--- src/cpw_params.svh ---
`ifndef CPW_PARAMS_SVH
`define CPW_PARAMS_SVH

// ==========================================
// Register indices (byte address is four times the index)
`define CPW_IDX_CTRL_B 14'h0fb4
`define CPW_IDX_CTRL_A 14'h0fba
`define CPW_IDX_FLAGS 14'h0fc0
`define CPW_SUB_CTRL 14'h0000
`define CPW_SUB_LOW 14'h0001
`define CPW_SUB_HIGH 14'h0002
`define CPW_SUB_PER 14'h0003
`define CPW_SUB_STEER 14'h0004
`define CPW_SUB_COUNT 14'h0005

// ==========================================
// Control field positions
`define CPW_CFG_MSB 7
`define CPW_CFG_LSB 6
`define CPW_DCB_MSB 5
`define CPW_DCB_LSB 4
`define CPW_MODE_MSB 3
`define CPW_MODE_LSB 0
`define CPW_PWM_MSB 3
`define CPW_PWM_LSB 2
`define CPW_POL_AC 1
`define CPW_POL_BD 0

// ==========================================
// Mode codes
`define CPW_MODE_OFF 4'h0
`define CPW_MODE_RSVD 4'h1
`define CPW_MODE_TOGGLE 4'h2
`define CPW_MODE_CAP 4'h3
`define CPW_MODE_CAP_F 4'h4
`define CPW_MODE_CAP_R 4'h5
`define CPW_MODE_CAP_R4 4'h6
`define CPW_MODE_CAP_R16 4'h7
`define CPW_MODE_CMP_SET 4'h8
`define CPW_MODE_CMP_CLR 4'h9
`define CPW_MODE_CMP_SW 4'ha
`define CPW_MODE_CMP_TRIG 4'hb
`define CPW_PWM_SEL 2'h3

// ==========================================
// Counts and reset values
`define CPW_PRE4_LAST 4'h3
`define CPW_PRE16_LAST 4'hf
`define CPW_FINE_LAST 2'h3
`define CPW_CTRL_RST 8'h00
`define CPW_PER_RST 8'hff
`define CPW_STEER_RST 4'h1
`define CPW_RESP_OKAY 2'h0
`define CPW_RESP_SLVERR 2'h2

`endif

--- src/cpw_pkg.sv ---
`default_nettype none
package cpw_pkg;
	typedef enum logic [1:0] {
		CPW_CFG_SINGLE,
		CPW_CFG_FWD,
		CPW_CFG_HALF,
		CPW_CFG_REV
	} cpw_cfg_e;
	typedef logic [3:0] cpw_mode_t;
endpackage
`default_nettype wire

--- src/cpw_unit_if.sv ---
`timescale 1ns/1ps
`default_nettype none
interface cpw_unit_if;
	logic [7:0] ctrl;
	logic [7:0] period;
	logic [3:0] steer;
	logic [7:0] wdata;
	logic wr_lo;
	logic wr_hi;
	logic [15:0] timer;
	logic pin;
	logic [15:0] value;
	logic flag_set;
	logic [3:0] pins;
	logic [3:0] pins_oe_n;
	logic trig;
	modport ctl (
		output ctrl, period, steer, wdata, wr_lo, wr_hi, timer, pin,
		input value, flag_set, pins, pins_oe_n, trig
	);
	modport unit (
		input ctrl, period, steer, wdata, wr_lo, wr_hi, timer, pin,
		output value, flag_set, pins, pins_oe_n, trig
	);
endinterface
`default_nettype wire

--- src/cpw_unit.sv ---
`timescale 1ns/1ps
`default_nettype none
`include "cpw_params.svh"
module cpw_unit (
	// Clock and reset
	input wire logic aclk,
	input wire logic aresetn,
	// Control and pins
	cpw_unit_if.unit u
);
	cpw_pkg::cpw_mode_t mode;
	cpw_pkg::cpw_cfg_e cfg;
	logic is_off, is_cap, is_pwm, is_cmp, rise, fall, cap_ev, cmp_ev, wrap;
	logic [3:0] lvl, drv, inv;
	logic [15:0] val_r, val_nxt;
	logic [1:0] dlsb_r, dlsb_nxt;
	logic [3:0] pre_r, pre_nxt;
	logic pin_d_r, match_d_r, match;
	logic [3:0] mode_d_r;
	logic cmp_r, cmp_nxt;
	logic [9:0] cnt_r, cnt_nxt;
	logic flag_r, flag_nxt, trig_r, trig_nxt;
	logic [3:0] out_r, out_nxt, oe_n_r, oe_n_nxt;

	// ==========================================
	// Next state
	always_comb begin
		mode = cpw_pkg::cpw_mode_t'(u.ctrl[`CPW_MODE_MSB:`CPW_MODE_LSB]);
		cfg = cpw_pkg::cpw_cfg_e'(u.ctrl[`CPW_CFG_MSB:`CPW_CFG_LSB]);
		is_off = (mode == `CPW_MODE_OFF) || (mode == `CPW_MODE_RSVD);
		is_cap = (mode >= `CPW_MODE_CAP) && (mode <= `CPW_MODE_CAP_R16);
		is_pwm = mode[`CPW_PWM_MSB:`CPW_PWM_LSB] == `CPW_PWM_SEL;
		is_cmp = !is_off && !is_cap && !is_pwm;
		rise = u.pin && !pin_d_r;
		fall = !u.pin && pin_d_r;
		// Prescaler counts rising edges, held clear outside capture
		pre_nxt = !is_cap ? 4'h0 : (rise ? pre_r + 4'h1 : pre_r);
		unique case (mode)
			`CPW_MODE_CAP, `CPW_MODE_CAP_F: cap_ev = fall;
			`CPW_MODE_CAP_R: cap_ev = rise;
			`CPW_MODE_CAP_R4: cap_ev = rise && (pre_r[1:0] == `CPW_FINE_LAST);
			`CPW_MODE_CAP_R16: cap_ev = rise && (pre_r == `CPW_PRE16_LAST);
			default: cap_ev = 1'b0;
		endcase
		match = u.timer == val_r;
		cmp_ev = is_cmp && match && !match_d_r;
		// PWM time base: 8-bit period count with two fine bits
		wrap = (cnt_r[9:2] == u.period) && (cnt_r[1:0] == `CPW_FINE_LAST);
		cnt_nxt = (!is_pwm || wrap) ? 10'h000 : cnt_r + 10'h001;
		dlsb_nxt = (is_pwm && wrap) ? u.ctrl[`CPW_DCB_MSB:`CPW_DCB_LSB] : dlsb_r;
		val_nxt = val_r;
		if (u.wr_lo) begin
			val_nxt[7:0] = u.wdata;
		end
		if (u.wr_hi && !is_pwm) begin
			val_nxt[15:8] = u.wdata;
		end
		if (cap_ev) begin
			val_nxt = u.timer;
		end
		if (is_pwm && wrap) begin
			val_nxt[15:8] = val_r[7:0];
		end
		// Compare output latch
		cmp_nxt = cmp_r;
		if (is_off) begin
			cmp_nxt = 1'b0;
		end else if (mode != mode_d_r) begin
			if (mode == `CPW_MODE_CMP_SET) begin
				cmp_nxt = 1'b0;
			end else if (mode == `CPW_MODE_CMP_CLR) begin
				cmp_nxt = 1'b1;
			end
		end else if (cmp_ev) begin
			unique case (mode)
				`CPW_MODE_TOGGLE: cmp_nxt = !cmp_r;
				`CPW_MODE_CMP_SET: cmp_nxt = 1'b1;
				`CPW_MODE_CMP_CLR: cmp_nxt = 1'b0;
				default: cmp_nxt = cmp_r;
			endcase
		end
		flag_nxt = cap_ev || (cmp_ev && mode != mode_d_r ? 1'b0 : cmp_ev);
		trig_nxt = cmp_ev && (mode == `CPW_MODE_CMP_TRIG) && (mode == mode_d_r);
		// Output steering; pins ordered d, c, b, a
		lvl = 4'h0;
		drv = 4'h0;
		inv = {u.ctrl[`CPW_POL_BD], u.ctrl[`CPW_POL_AC], u.ctrl[`CPW_POL_BD], u.ctrl[`CPW_POL_AC]};
		if (is_pwm) begin
			unique case (cfg)
				cpw_pkg::CPW_CFG_SINGLE: begin
					lvl = {4{cnt_nxt < {val_nxt[15:8], dlsb_nxt}}};
					drv = u.steer;
				end
				cpw_pkg::CPW_CFG_FWD: begin
					lvl = {cnt_nxt < {val_nxt[15:8], dlsb_nxt}, 2'b00, 1'b1};
					drv = 4'hf;
				end
				cpw_pkg::CPW_CFG_HALF: begin
					lvl = {2'b00, !(cnt_nxt < {val_nxt[15:8], dlsb_nxt}),
						cnt_nxt < {val_nxt[15:8], dlsb_nxt}};
					drv = 4'h3;
				end
				cpw_pkg::CPW_CFG_REV: begin
					lvl = {2'b01, cnt_nxt < {val_nxt[15:8], dlsb_nxt}, 1'b0};
					drv = 4'hf;
				end
			endcase
			out_nxt = (lvl ^ inv) & drv;
		end else begin
			inv = 4'h0;
			if ((mode == `CPW_MODE_TOGGLE) || (mode == `CPW_MODE_CMP_SET)
				|| (mode == `CPW_MODE_CMP_CLR)) begin
				drv = 4'h1;
			end
			out_nxt = {3'b000, cmp_nxt & drv[0]};
		end
		oe_n_nxt = ~drv;
		if (is_off) begin
			pre_nxt = 4'h0;
		end
	end

	// ==========================================
	// Registers
	always_ff @(posedge aclk) begin
		if (!aresetn) begin
			val_r <= 16'h0000;
			dlsb_r <= 2'h0;
			pre_r <= 4'h0;
			pin_d_r <= 1'b0;
			match_d_r <= 1'b0;
			mode_d_r <= `CPW_MODE_OFF;
			cmp_r <= 1'b0;
			cnt_r <= 10'h000;
			flag_r <= 1'b0;
			trig_r <= 1'b0;
			out_r <= 4'h0;
			oe_n_r <= 4'hf;
		end else begin
			val_r <= val_nxt;
			dlsb_r <= dlsb_nxt;
			pre_r <= pre_nxt;
			pin_d_r <= u.pin;
			match_d_r <= match;
			mode_d_r <= mode;
			cmp_r <= cmp_nxt;
			cnt_r <= cnt_nxt;
			flag_r <= flag_nxt;
			trig_r <= trig_nxt;
			out_r <= out_nxt;
			oe_n_r <= oe_n_nxt;
		end
	end

	assign u.value = val_r;
	assign u.flag_set = flag_r;
	assign u.trig = trig_r;
	assign u.pins = out_r;
	assign u.pins_oe_n = oe_n_r;
endmodule
`default_nettype wire

--- src/cpw_top.sv ---
// Function
// - two units, each with 16-bit value register
// - non-PWM modes: B-D released, A driven in 0010, 1000, 1001 only
// - PWM single output: steering picks driven pins
// - Full-bridge forward: D modulated, A active
// - Half-bridge: A, B modulated, C, D released
// - Full-bridge reverse: B modulated, C active
// - Two duty-low bits extend duty to ten
// - Mode zero turns unit off, resets it
// - Mode 0010 toggles pin on compare match
// - Capture on falling, rising, 4th, 16th edge
// - Mode 1000: start low, set on match
// - Mode 1001: start high, clear on match
// - Mode 1010: flag only, pin released
// - Mode 1011: timer reset, conversion start, flag
// - Modes 11xx select PWM with polarity
// - Up to four PWM outputs A-D
// - Capture sets sticky flag, overwrites old value
// - Prescaler cleared when off or not capturing
// - Period match restarts timer, sets output, latches duty
// - Duty written anytime, applied at period end
`timescale 1ns/1ps
`default_nettype none
`include "cpw_params.svh"
module cpw_top (
	// Clock and reset
	input wire logic aclk,
	input wire logic aresetn,
	// AXI4-Lite write address
	input wire logic [15:0] s_axi_awaddr,
	input wire logic [2:0] s_axi_awprot,
	input wire logic s_axi_awvalid,
	output logic s_axi_awready,
	// AXI4-Lite write data
	input wire logic [31:0] s_axi_wdata,
	input wire logic [3:0] s_axi_wstrb,
	input wire logic s_axi_wvalid,
	output logic s_axi_wready,
	// AXI4-Lite write response
	output logic [1:0] s_axi_bresp,
	output logic s_axi_bvalid,
	input wire logic s_axi_bready,
	// AXI4-Lite read address
	input wire logic [15:0] s_axi_araddr,
	input wire logic [2:0] s_axi_arprot,
	input wire logic s_axi_arvalid,
	output logic s_axi_arready,
	// AXI4-Lite read data
	output logic [31:0] s_axi_rdata,
	output logic [1:0] s_axi_rresp,
	output logic s_axi_rvalid,
	input wire logic s_axi_rready,
	// Timer counts
	input wire logic [15:0] timer_one_count,
	input wire logic [15:0] timer_three_count,
	// Event pins
	input wire logic unit_pin_a_in,
	input wire logic unit_pin_b_in,
	// Unit A outputs, bit order d, c, b, a
	output logic [3:0] unit_a_out,
	output logic [3:0] unit_a_oe_n,
	output logic unit_a_timer_rst,
	output logic unit_a_adc_start,
	// Unit B outputs, bit order d, c, b, a
	output logic [3:0] unit_b_out,
	output logic [3:0] unit_b_oe_n,
	output logic unit_b_timer_rst,
	output logic unit_b_adc_start
);
	// ==========================================
	// Declarations
	cpw_unit_if ui[2] ();
	logic [7:0] ctrl_r[2], ctrl_nxt[2];
	logic [7:0] per_r[2], per_nxt[2];
	logic [3:0] steer_r[2], steer_nxt[2];
	logic [1:0] flags_r, flags_nxt;
	logic [1:0] sync1_r, sync2_r;
	logic [15:0] val_w[2];
	logic [1:0] flag_set_w;
	logic [13:0] base_w[2];
	logic [15:0] awaddr_r, awaddr_nxt;
	logic [7:0] wbyte_r, wbyte_nxt;
	logic wstrb0_r, wstrb0_nxt;
	logic aw_have_r, aw_have_nxt, w_have_r, w_have_nxt;
	logic awready_r, awready_nxt, wready_r, wready_nxt;
	logic bvalid_r, bvalid_nxt, arready_r, arready_nxt, rvalid_r, rvalid_nxt;
	logic [1:0] bresp_r, bresp_nxt, rresp_r, rresp_nxt;
	logic [31:0] rdata_r, rdata_nxt;
	logic do_wr, ar_take;
	logic [13:0] widx, ridx, wsub, rsub;
	logic [1:0] wr_lo, wr_hi;
	logic wr_hit, rd_hit;

	assign base_w[0] = `CPW_IDX_CTRL_A;
	assign base_w[1] = `CPW_IDX_CTRL_B;

	// ==========================================
	// Pin synchronisers
	always_ff @(posedge aclk) begin
		if (!aresetn) begin
			sync1_r <= 2'h0;
			sync2_r <= 2'h0;
		end else begin
			sync1_r <= {unit_pin_b_in, unit_pin_a_in};
			sync2_r <= sync1_r;
		end
	end

	// ==========================================
	// Units
	genvar gi;
	generate
		for (gi = 0; gi < 2; gi++) begin : g_unit
			assign ui[gi].ctrl = ctrl_r[gi];
			assign ui[gi].period = per_r[gi];
			assign ui[gi].steer = steer_r[gi];
			assign ui[gi].wdata = wbyte_r;
			assign ui[gi].wr_lo = wr_lo[gi];
			assign ui[gi].wr_hi = wr_hi[gi];
			assign ui[gi].timer = (gi == 0) ? timer_one_count : timer_three_count;
			assign ui[gi].pin = sync2_r[gi];
			assign val_w[gi] = ui[gi].value;
			assign flag_set_w[gi] = ui[gi].flag_set;
			cpw_unit u_unit (
				.aclk(aclk),
				.aresetn(aresetn),
				.u(ui[gi].unit)
			);
		end
	endgenerate

	assign unit_a_out = ui[0].pins;
	assign unit_a_oe_n = ui[0].pins_oe_n;
	assign unit_a_timer_rst = ui[0].trig;
	assign unit_a_adc_start = ui[0].trig;
	assign unit_b_out = ui[1].pins;
	assign unit_b_oe_n = ui[1].pins_oe_n;
	assign unit_b_timer_rst = ui[1].trig;
	assign unit_b_adc_start = ui[1].trig;

	// ==========================================
	// Bus and register next state
	always_comb begin
		do_wr = aw_have_r && w_have_r && !bvalid_r;
		ar_take = s_axi_arvalid && arready_r;
		widx = awaddr_r[15:2];
		ridx = s_axi_araddr[15:2];
		wr_hit = 1'b0;
		rd_hit = 1'b0;
		wr_lo = 2'h0;
		wr_hi = 2'h0;
		rdata_nxt = rdata_r;
		for (int i = 0; i < 2; i++) begin
			ctrl_nxt[i] = ctrl_r[i];
			per_nxt[i] = per_r[i];
			steer_nxt[i] = steer_r[i];
		end
		// Write address and data are taken independently
		aw_have_nxt = aw_have_r || (s_axi_awvalid && awready_r);
		w_have_nxt = w_have_r || (s_axi_wvalid && wready_r);
		awaddr_nxt = (s_axi_awvalid && awready_r) ? s_axi_awaddr : awaddr_r;
		wbyte_nxt = (s_axi_wvalid && wready_r) ? s_axi_wdata[7:0] : wbyte_r;
		wstrb0_nxt = (s_axi_wvalid && wready_r) ? s_axi_wstrb[0] : wstrb0_r;
		flags_nxt = flags_r;
		bvalid_nxt = bvalid_r && !s_axi_bready;
		bresp_nxt = bresp_r;
		for (int i = 0; i < 2; i++) begin
			wsub = 14'(widx - base_w[i]);
			if (wsub < `CPW_SUB_COUNT) begin
				wr_hit = 1'b1;
				if (do_wr && wstrb0_r) begin
					unique case (wsub)
						`CPW_SUB_CTRL: ctrl_nxt[i] = wbyte_r;
						`CPW_SUB_LOW: wr_lo[i] = 1'b1;
						`CPW_SUB_HIGH: wr_hi[i] = 1'b1;
						`CPW_SUB_PER: per_nxt[i] = wbyte_r;
						`CPW_SUB_STEER: steer_nxt[i] = wbyte_r[3:0];
						default: ctrl_nxt[i] = ctrl_r[i];
					endcase
				end
			end
		end
		if (widx == `CPW_IDX_FLAGS) begin
			wr_hit = 1'b1;
			if (do_wr && wstrb0_r) begin
				flags_nxt = flags_r & ~wbyte_r[1:0];
			end
		end
		// A new event wins over a clear in the same cycle
		flags_nxt = flags_nxt | flag_set_w;
		if (do_wr) begin
			aw_have_nxt = 1'b0;
			w_have_nxt = 1'b0;
			bvalid_nxt = 1'b1;
			bresp_nxt = wr_hit ? `CPW_RESP_OKAY : `CPW_RESP_SLVERR;
		end
		awready_nxt = !aw_have_nxt && !bvalid_nxt && !do_wr;
		wready_nxt = !w_have_nxt && !bvalid_nxt && !do_wr;
		// Read path answers one cycle after the address is taken
		rvalid_nxt = rvalid_r && !s_axi_rready;
		rresp_nxt = rresp_r;
		if (ar_take) begin
			rdata_nxt = 32'h0000_0000;
			for (int i = 0; i < 2; i++) begin
				rsub = 14'(ridx - base_w[i]);
				if (rsub < `CPW_SUB_COUNT) begin
					rd_hit = 1'b1;
					unique case (rsub)
						`CPW_SUB_CTRL: rdata_nxt[7:0] = ctrl_r[i];
						`CPW_SUB_LOW: rdata_nxt[7:0] = val_w[i][7:0];
						`CPW_SUB_HIGH: rdata_nxt[7:0] = val_w[i][15:8];
						`CPW_SUB_PER: rdata_nxt[7:0] = per_r[i];
						`CPW_SUB_STEER: rdata_nxt[3:0] = steer_r[i];
						default: rdata_nxt[7:0] = 8'h00;
					endcase
				end
			end
			if (ridx == `CPW_IDX_FLAGS) begin
				rd_hit = 1'b1;
				rdata_nxt[1:0] = flags_r;
			end
			rvalid_nxt = 1'b1;
			rresp_nxt = rd_hit ? `CPW_RESP_OKAY : `CPW_RESP_SLVERR;
		end
		arready_nxt = !rvalid_nxt;
	end

	// ==========================================
	// Bus and register state
	always_ff @(posedge aclk) begin
		if (!aresetn) begin
			for (int i = 0; i < 2; i++) begin
				ctrl_r[i] <= `CPW_CTRL_RST;
				per_r[i] <= `CPW_PER_RST;
				steer_r[i] <= `CPW_STEER_RST;
			end
			flags_r <= 2'h0;
			awaddr_r <= 16'h0000;
			wbyte_r <= 8'h00;
			wstrb0_r <= 1'b0;
			aw_have_r <= 1'b0;
			w_have_r <= 1'b0;
			awready_r <= 1'b0;
			wready_r <= 1'b0;
			bvalid_r <= 1'b0;
			bresp_r <= `CPW_RESP_OKAY;
			arready_r <= 1'b0;
			rvalid_r <= 1'b0;
			rresp_r <= `CPW_RESP_OKAY;
			rdata_r <= 32'h0000_0000;
		end else begin
			for (int i = 0; i < 2; i++) begin
				ctrl_r[i] <= ctrl_nxt[i];
				per_r[i] <= per_nxt[i];
				steer_r[i] <= steer_nxt[i];
			end
			flags_r <= flags_nxt;
			awaddr_r <= awaddr_nxt;
			wbyte_r <= wbyte_nxt;
			wstrb0_r <= wstrb0_nxt;
			aw_have_r <= aw_have_nxt;
			w_have_r <= w_have_nxt;
			awready_r <= awready_nxt;
			wready_r <= wready_nxt;
			bvalid_r <= bvalid_nxt;
			bresp_r <= bresp_nxt;
			arready_r <= arready_nxt;
			rvalid_r <= rvalid_nxt;
			rresp_r <= rresp_nxt;
			rdata_r <= rdata_nxt;
		end
	end

	assign s_axi_awready = awready_r;
	assign s_axi_wready = wready_r;
	assign s_axi_bvalid = bvalid_r;
	assign s_axi_bresp = bresp_r;
	assign s_axi_arready = arready_r;
	assign s_axi_rvalid = rvalid_r;
	assign s_axi_rresp = rresp_r;
	assign s_axi_rdata = rdata_r;
endmodule
`default_nettype wire

--- config.mk ---
export PLATFORM = sky130hd
export DESIGN_NAME = cpw_top
export DESIGN_NICKNAME = d
export VERILOG_FILES = /design/src/cpw_pkg.sv /design/src/cpw_unit_if.sv /design/src/cpw_unit.sv /design/src/cpw_top.sv
export VERILOG_INCLUDE_DIRS = /design/src
export SDC_FILE = /design/constraint.sdc
export NUM_CORES = 1
export LEC_CHECK = 0
export BUFFER_PORTS_ARGS = -buffer_cell sky130_fd_sc_hd__buf_4
export CORE_UTILIZATION = 40
export DETAILED_ROUTE_END_ITERATION = 8
export PLACE_DENSITY = 0.7
export SYNTH_ARGS = -nofsm -noshare
export SYNTH_HDL_FRONTEND = slang
export SYNTH_HIERARCHICAL = 1
export SYNTH_SLANG_ARGS = --single-unit
--- constraint.sdc ---
create_clock -name aclk -period 11.2 [get_ports aclk]
set_input_delay 0 -clock aclk [delete_from_list [all_inputs] [get_ports aclk]]
set_output_delay 0 -clock aclk [all_outputs]
set_load 0.05 [all_outputs]
==> results.toml <==
[timing]
setup_viol = 0
drv_slew = 0
fmax_mhz = 171
holdWs_ns = 0.0101
fin_ws_ns = 5.36
tns_ns = 0
rsz0062_at_grt = "no"
worst_pin_slew_ns = 1.20
post-route-period-util = 0.521
fin_skew_ns = 0.00943
slew-limit-headroom = 0.187
hold_violations = 0
period_minus_slack_ns = 5.84

[floorplan]
core_area_um2 = 27200
pin_count = 176
dieWidth_um = 169
start_util = 0.412
rows = 60
die_h_um = 169
dieArea_um2 = 28600

[final_layout]
drive_gt1_frac = 0.165
area_growth_pct = 17.3
antenna_cells = 0
final_cells = 1749
fin_util = 0.483
nets = 1515

[critical_path]
crit_fanout = 9
start_kind = "flop"
cp_num_buf_inv = 1
worstPathArrival_ns = 6.18
cp-end-kind = "flop"
required_ns = 11.55
cp_top_family = "compound AO/OA/AOI/OAI gates"
startpoint = "awaddr_r[3]"
worst_path_most_repeated_cell = "nor3_1"
r2r-start = "awaddr_r[3]"
worst-setup-path-type = "reg2reg"
worst-path-stages = 21
slowest_stage = "a31oi_1"
cpPeakStageDelay_ns = 0.50
r2r_cells = 21
path_cells = "inv_1 -> ha_1 -> nand4b_1 -> a211oi_1 -> or3_1 -> o2111ai_1 -> nor3_1 -> nand3_1 -> nor3_1 -> and2_1 -> mux2_2 -> mux2_2 -> mux2i_1 -> ha_1 -> a21oi_1 -> o21ai_0 -> a221o_1 -> a31oi_1 -> o21ai_0 -> nor3b_1 -> nor3_1"

[logic_synthesis]
synth_top_area_frac = 0.329
ys.flop_type = "dfxtp_1"
synth_edf_count = 0
synth.largest_area_cell = "dfxtp_1"
synth_common_cells = "dfxtp_1, nand2_1, mux2i_1"
synth_area_um2 = 11200
ys_types = 86
synth.most_common_cell = "dfxtp_1"
syn_area_per_cell_um2 = 8.84
ys_seq_area_frac = 0.329
ys_ff_latch = 184
synth.area.top_cells = "dfxtp_1, mux2i_1, nand2_1"
async_reset_ff_frac = 0
synthesis.instances = 1265
yosysWarnings = 6

[routing]
vias = 9250
firstDrtPassIters = 6
drc = 0
via_per_inst = 5.29
routed_wl_um = 28900
ant_nets = 0
drt_iter0_markers = 659
post_drt_wl_per_cell_um = 16.5

[cts]
cts_tree = "built"
cts_root_buffer = "clkbuf_16"
clkSlewWorstSetupHoldPaths_ns = 0.07
htree_levels = 4
clk_latency_ns = 0.44
cts.path.max_buffers = 2
cts_made_buffers = 17
clock-sinks = 184

[flow_run]
drv_cap = 0

[global_routing]
grt_pass1_vias = 8984
grt-ovfl-total = 0
antenna_found_initial = 0
grt_usage = 0.206
grt_pass1_wl_um = 46900
grt_start_max_net_pins = 61

[worst_hold_path]
min_path_cells = 4
min_path_type = "in2reg"
hp-start = "timer_three_count[9]"

[placement]
io_buffers = 112
pre_cts_ws_ns = 5.41
place_inst = 1671
place_congestion = 0.875
dp_hpwl_um = 21100

[power]
power.density_nw_per_um2 = 109
power_leakage_nw = 5.20
peakVddDrop_v = 0.0000622

[run_status]
status = "completed"
==> per-layer routing <==
layer	share of wire	vias up	track usage
li1	-	4584	-
met1	0.47	4383	0.278
met2	0.47	251	0.339
met3	0.052	32	0.0336
met4	0.015	0	0.0591
met5	0	-	0
==> area by class of cell <==
type                            count  area (um2)
Clock inverter                     11         123
Fill cell                        2597       14100
Timing Repair Buffer              162        1330
Tap cell                          372         465
Inverter                           26        97.6
Clock buffer                       20         457
Sequential cell                   184        3680
Multi-Input combinational cell    974        6960
==> flip-flops by register name (all words and copies together) (netlist names), 4 cells and up <==
signal	cells
g_unit.u_unit/u.value	32
g_unit.u_unit/cnt_r	20
ctrl_r	16
per_r	16
awaddr_r	14
g_unit.u_unit/mode_d_r	8
g_unit.u_unit/pre_r	8
g_unit.u_unit/u.pins	8
g_unit.u_unit/u.pins_oe_n	8
s_axi_rdata	8
steer_r	8
ui.wdata	8
g_unit.u_unit/dlsb_r	4
==> layout by cell type (no fill, tap or decap), types with 22 or more instances in the layout <==
cell type / count
buf_4: 115
o21ai_0: 29
a21boi_0: 29
mux2_2: 35
inv_1: 26
and2_1: 54
nand2_1: 155
nor2b_1: 54
xor2_1: 22
nor2_1: 62
dlygate4sd3_1: 47
and3_1: 22
mux2i_1: 84
conb_1: 26
dfxtp_1: 184
a21oi_1: 33
nand3_1: 25
xnor2_1: 65
ha_1: 35
==> kinds of logic after synthesis <==
family / after synthesis / synth area share
xor gates and xnor gates: 88 / 0.0696
DFF: 184 / 0.329
AOI/OAI and AO/OA: 206 / 0.137
muxes: 131 / 0.135
and+or+nand+nor: 488 / 0.231
buffers and inverters: 132 / 0.0585
adders and majority gates: 35 / 0.0391
other: 1 / 0.000335
==> path summary, 6_finish.rpt <==
| path | endpoint | slack (ns) |
|---|---|---|
| setup / recovery | g_unit[0].u_unit/u.pins[2] | 5.36 |
| hold / removal | g_unit[1].u_unit/u.value[9] | 0.01 |
| setup reg to reg | g_unit[0].u_unit/u.pins[2] | 5.36 |
| hold reg to reg | sync2_r[0] | 0.45 |
==> where the power goes <==
group / leakage (nW) / total, mW / switching, mW / internal, mW
Combinational: 3.43 / 0.152 / 0.0873 / 0.0645
Sequential: 1.49 / 0.676 / 0.0143 / 0.662
Clock: 0.274 / 0.604 / 0.264 / 0.339
==> metrics by stage <==
step / cell area [um2] / total power, mW
floorplan: 11300 / 0.786
global placement: 12100 / 0.826
detailed placement: 12100 / 0.828
CTS: 13100 / 1.44
global route: 13100 / 1.48
finish: 13100 / 1.43
==> worst min-delay path: cells and delay by family <==
family	cells	cell delay (ns)
mux	2	0.22
buf+inv	1	0.09
simple gates	1	0.11
==> repair_timing <==
action | CTS | global route
buffers inserted | 0 | 0
hold buffers | 47 | 0
resized for setup | 0 | 0
hold endpoints to repair | 49 | 0
(Power assumes the default switching activity.)
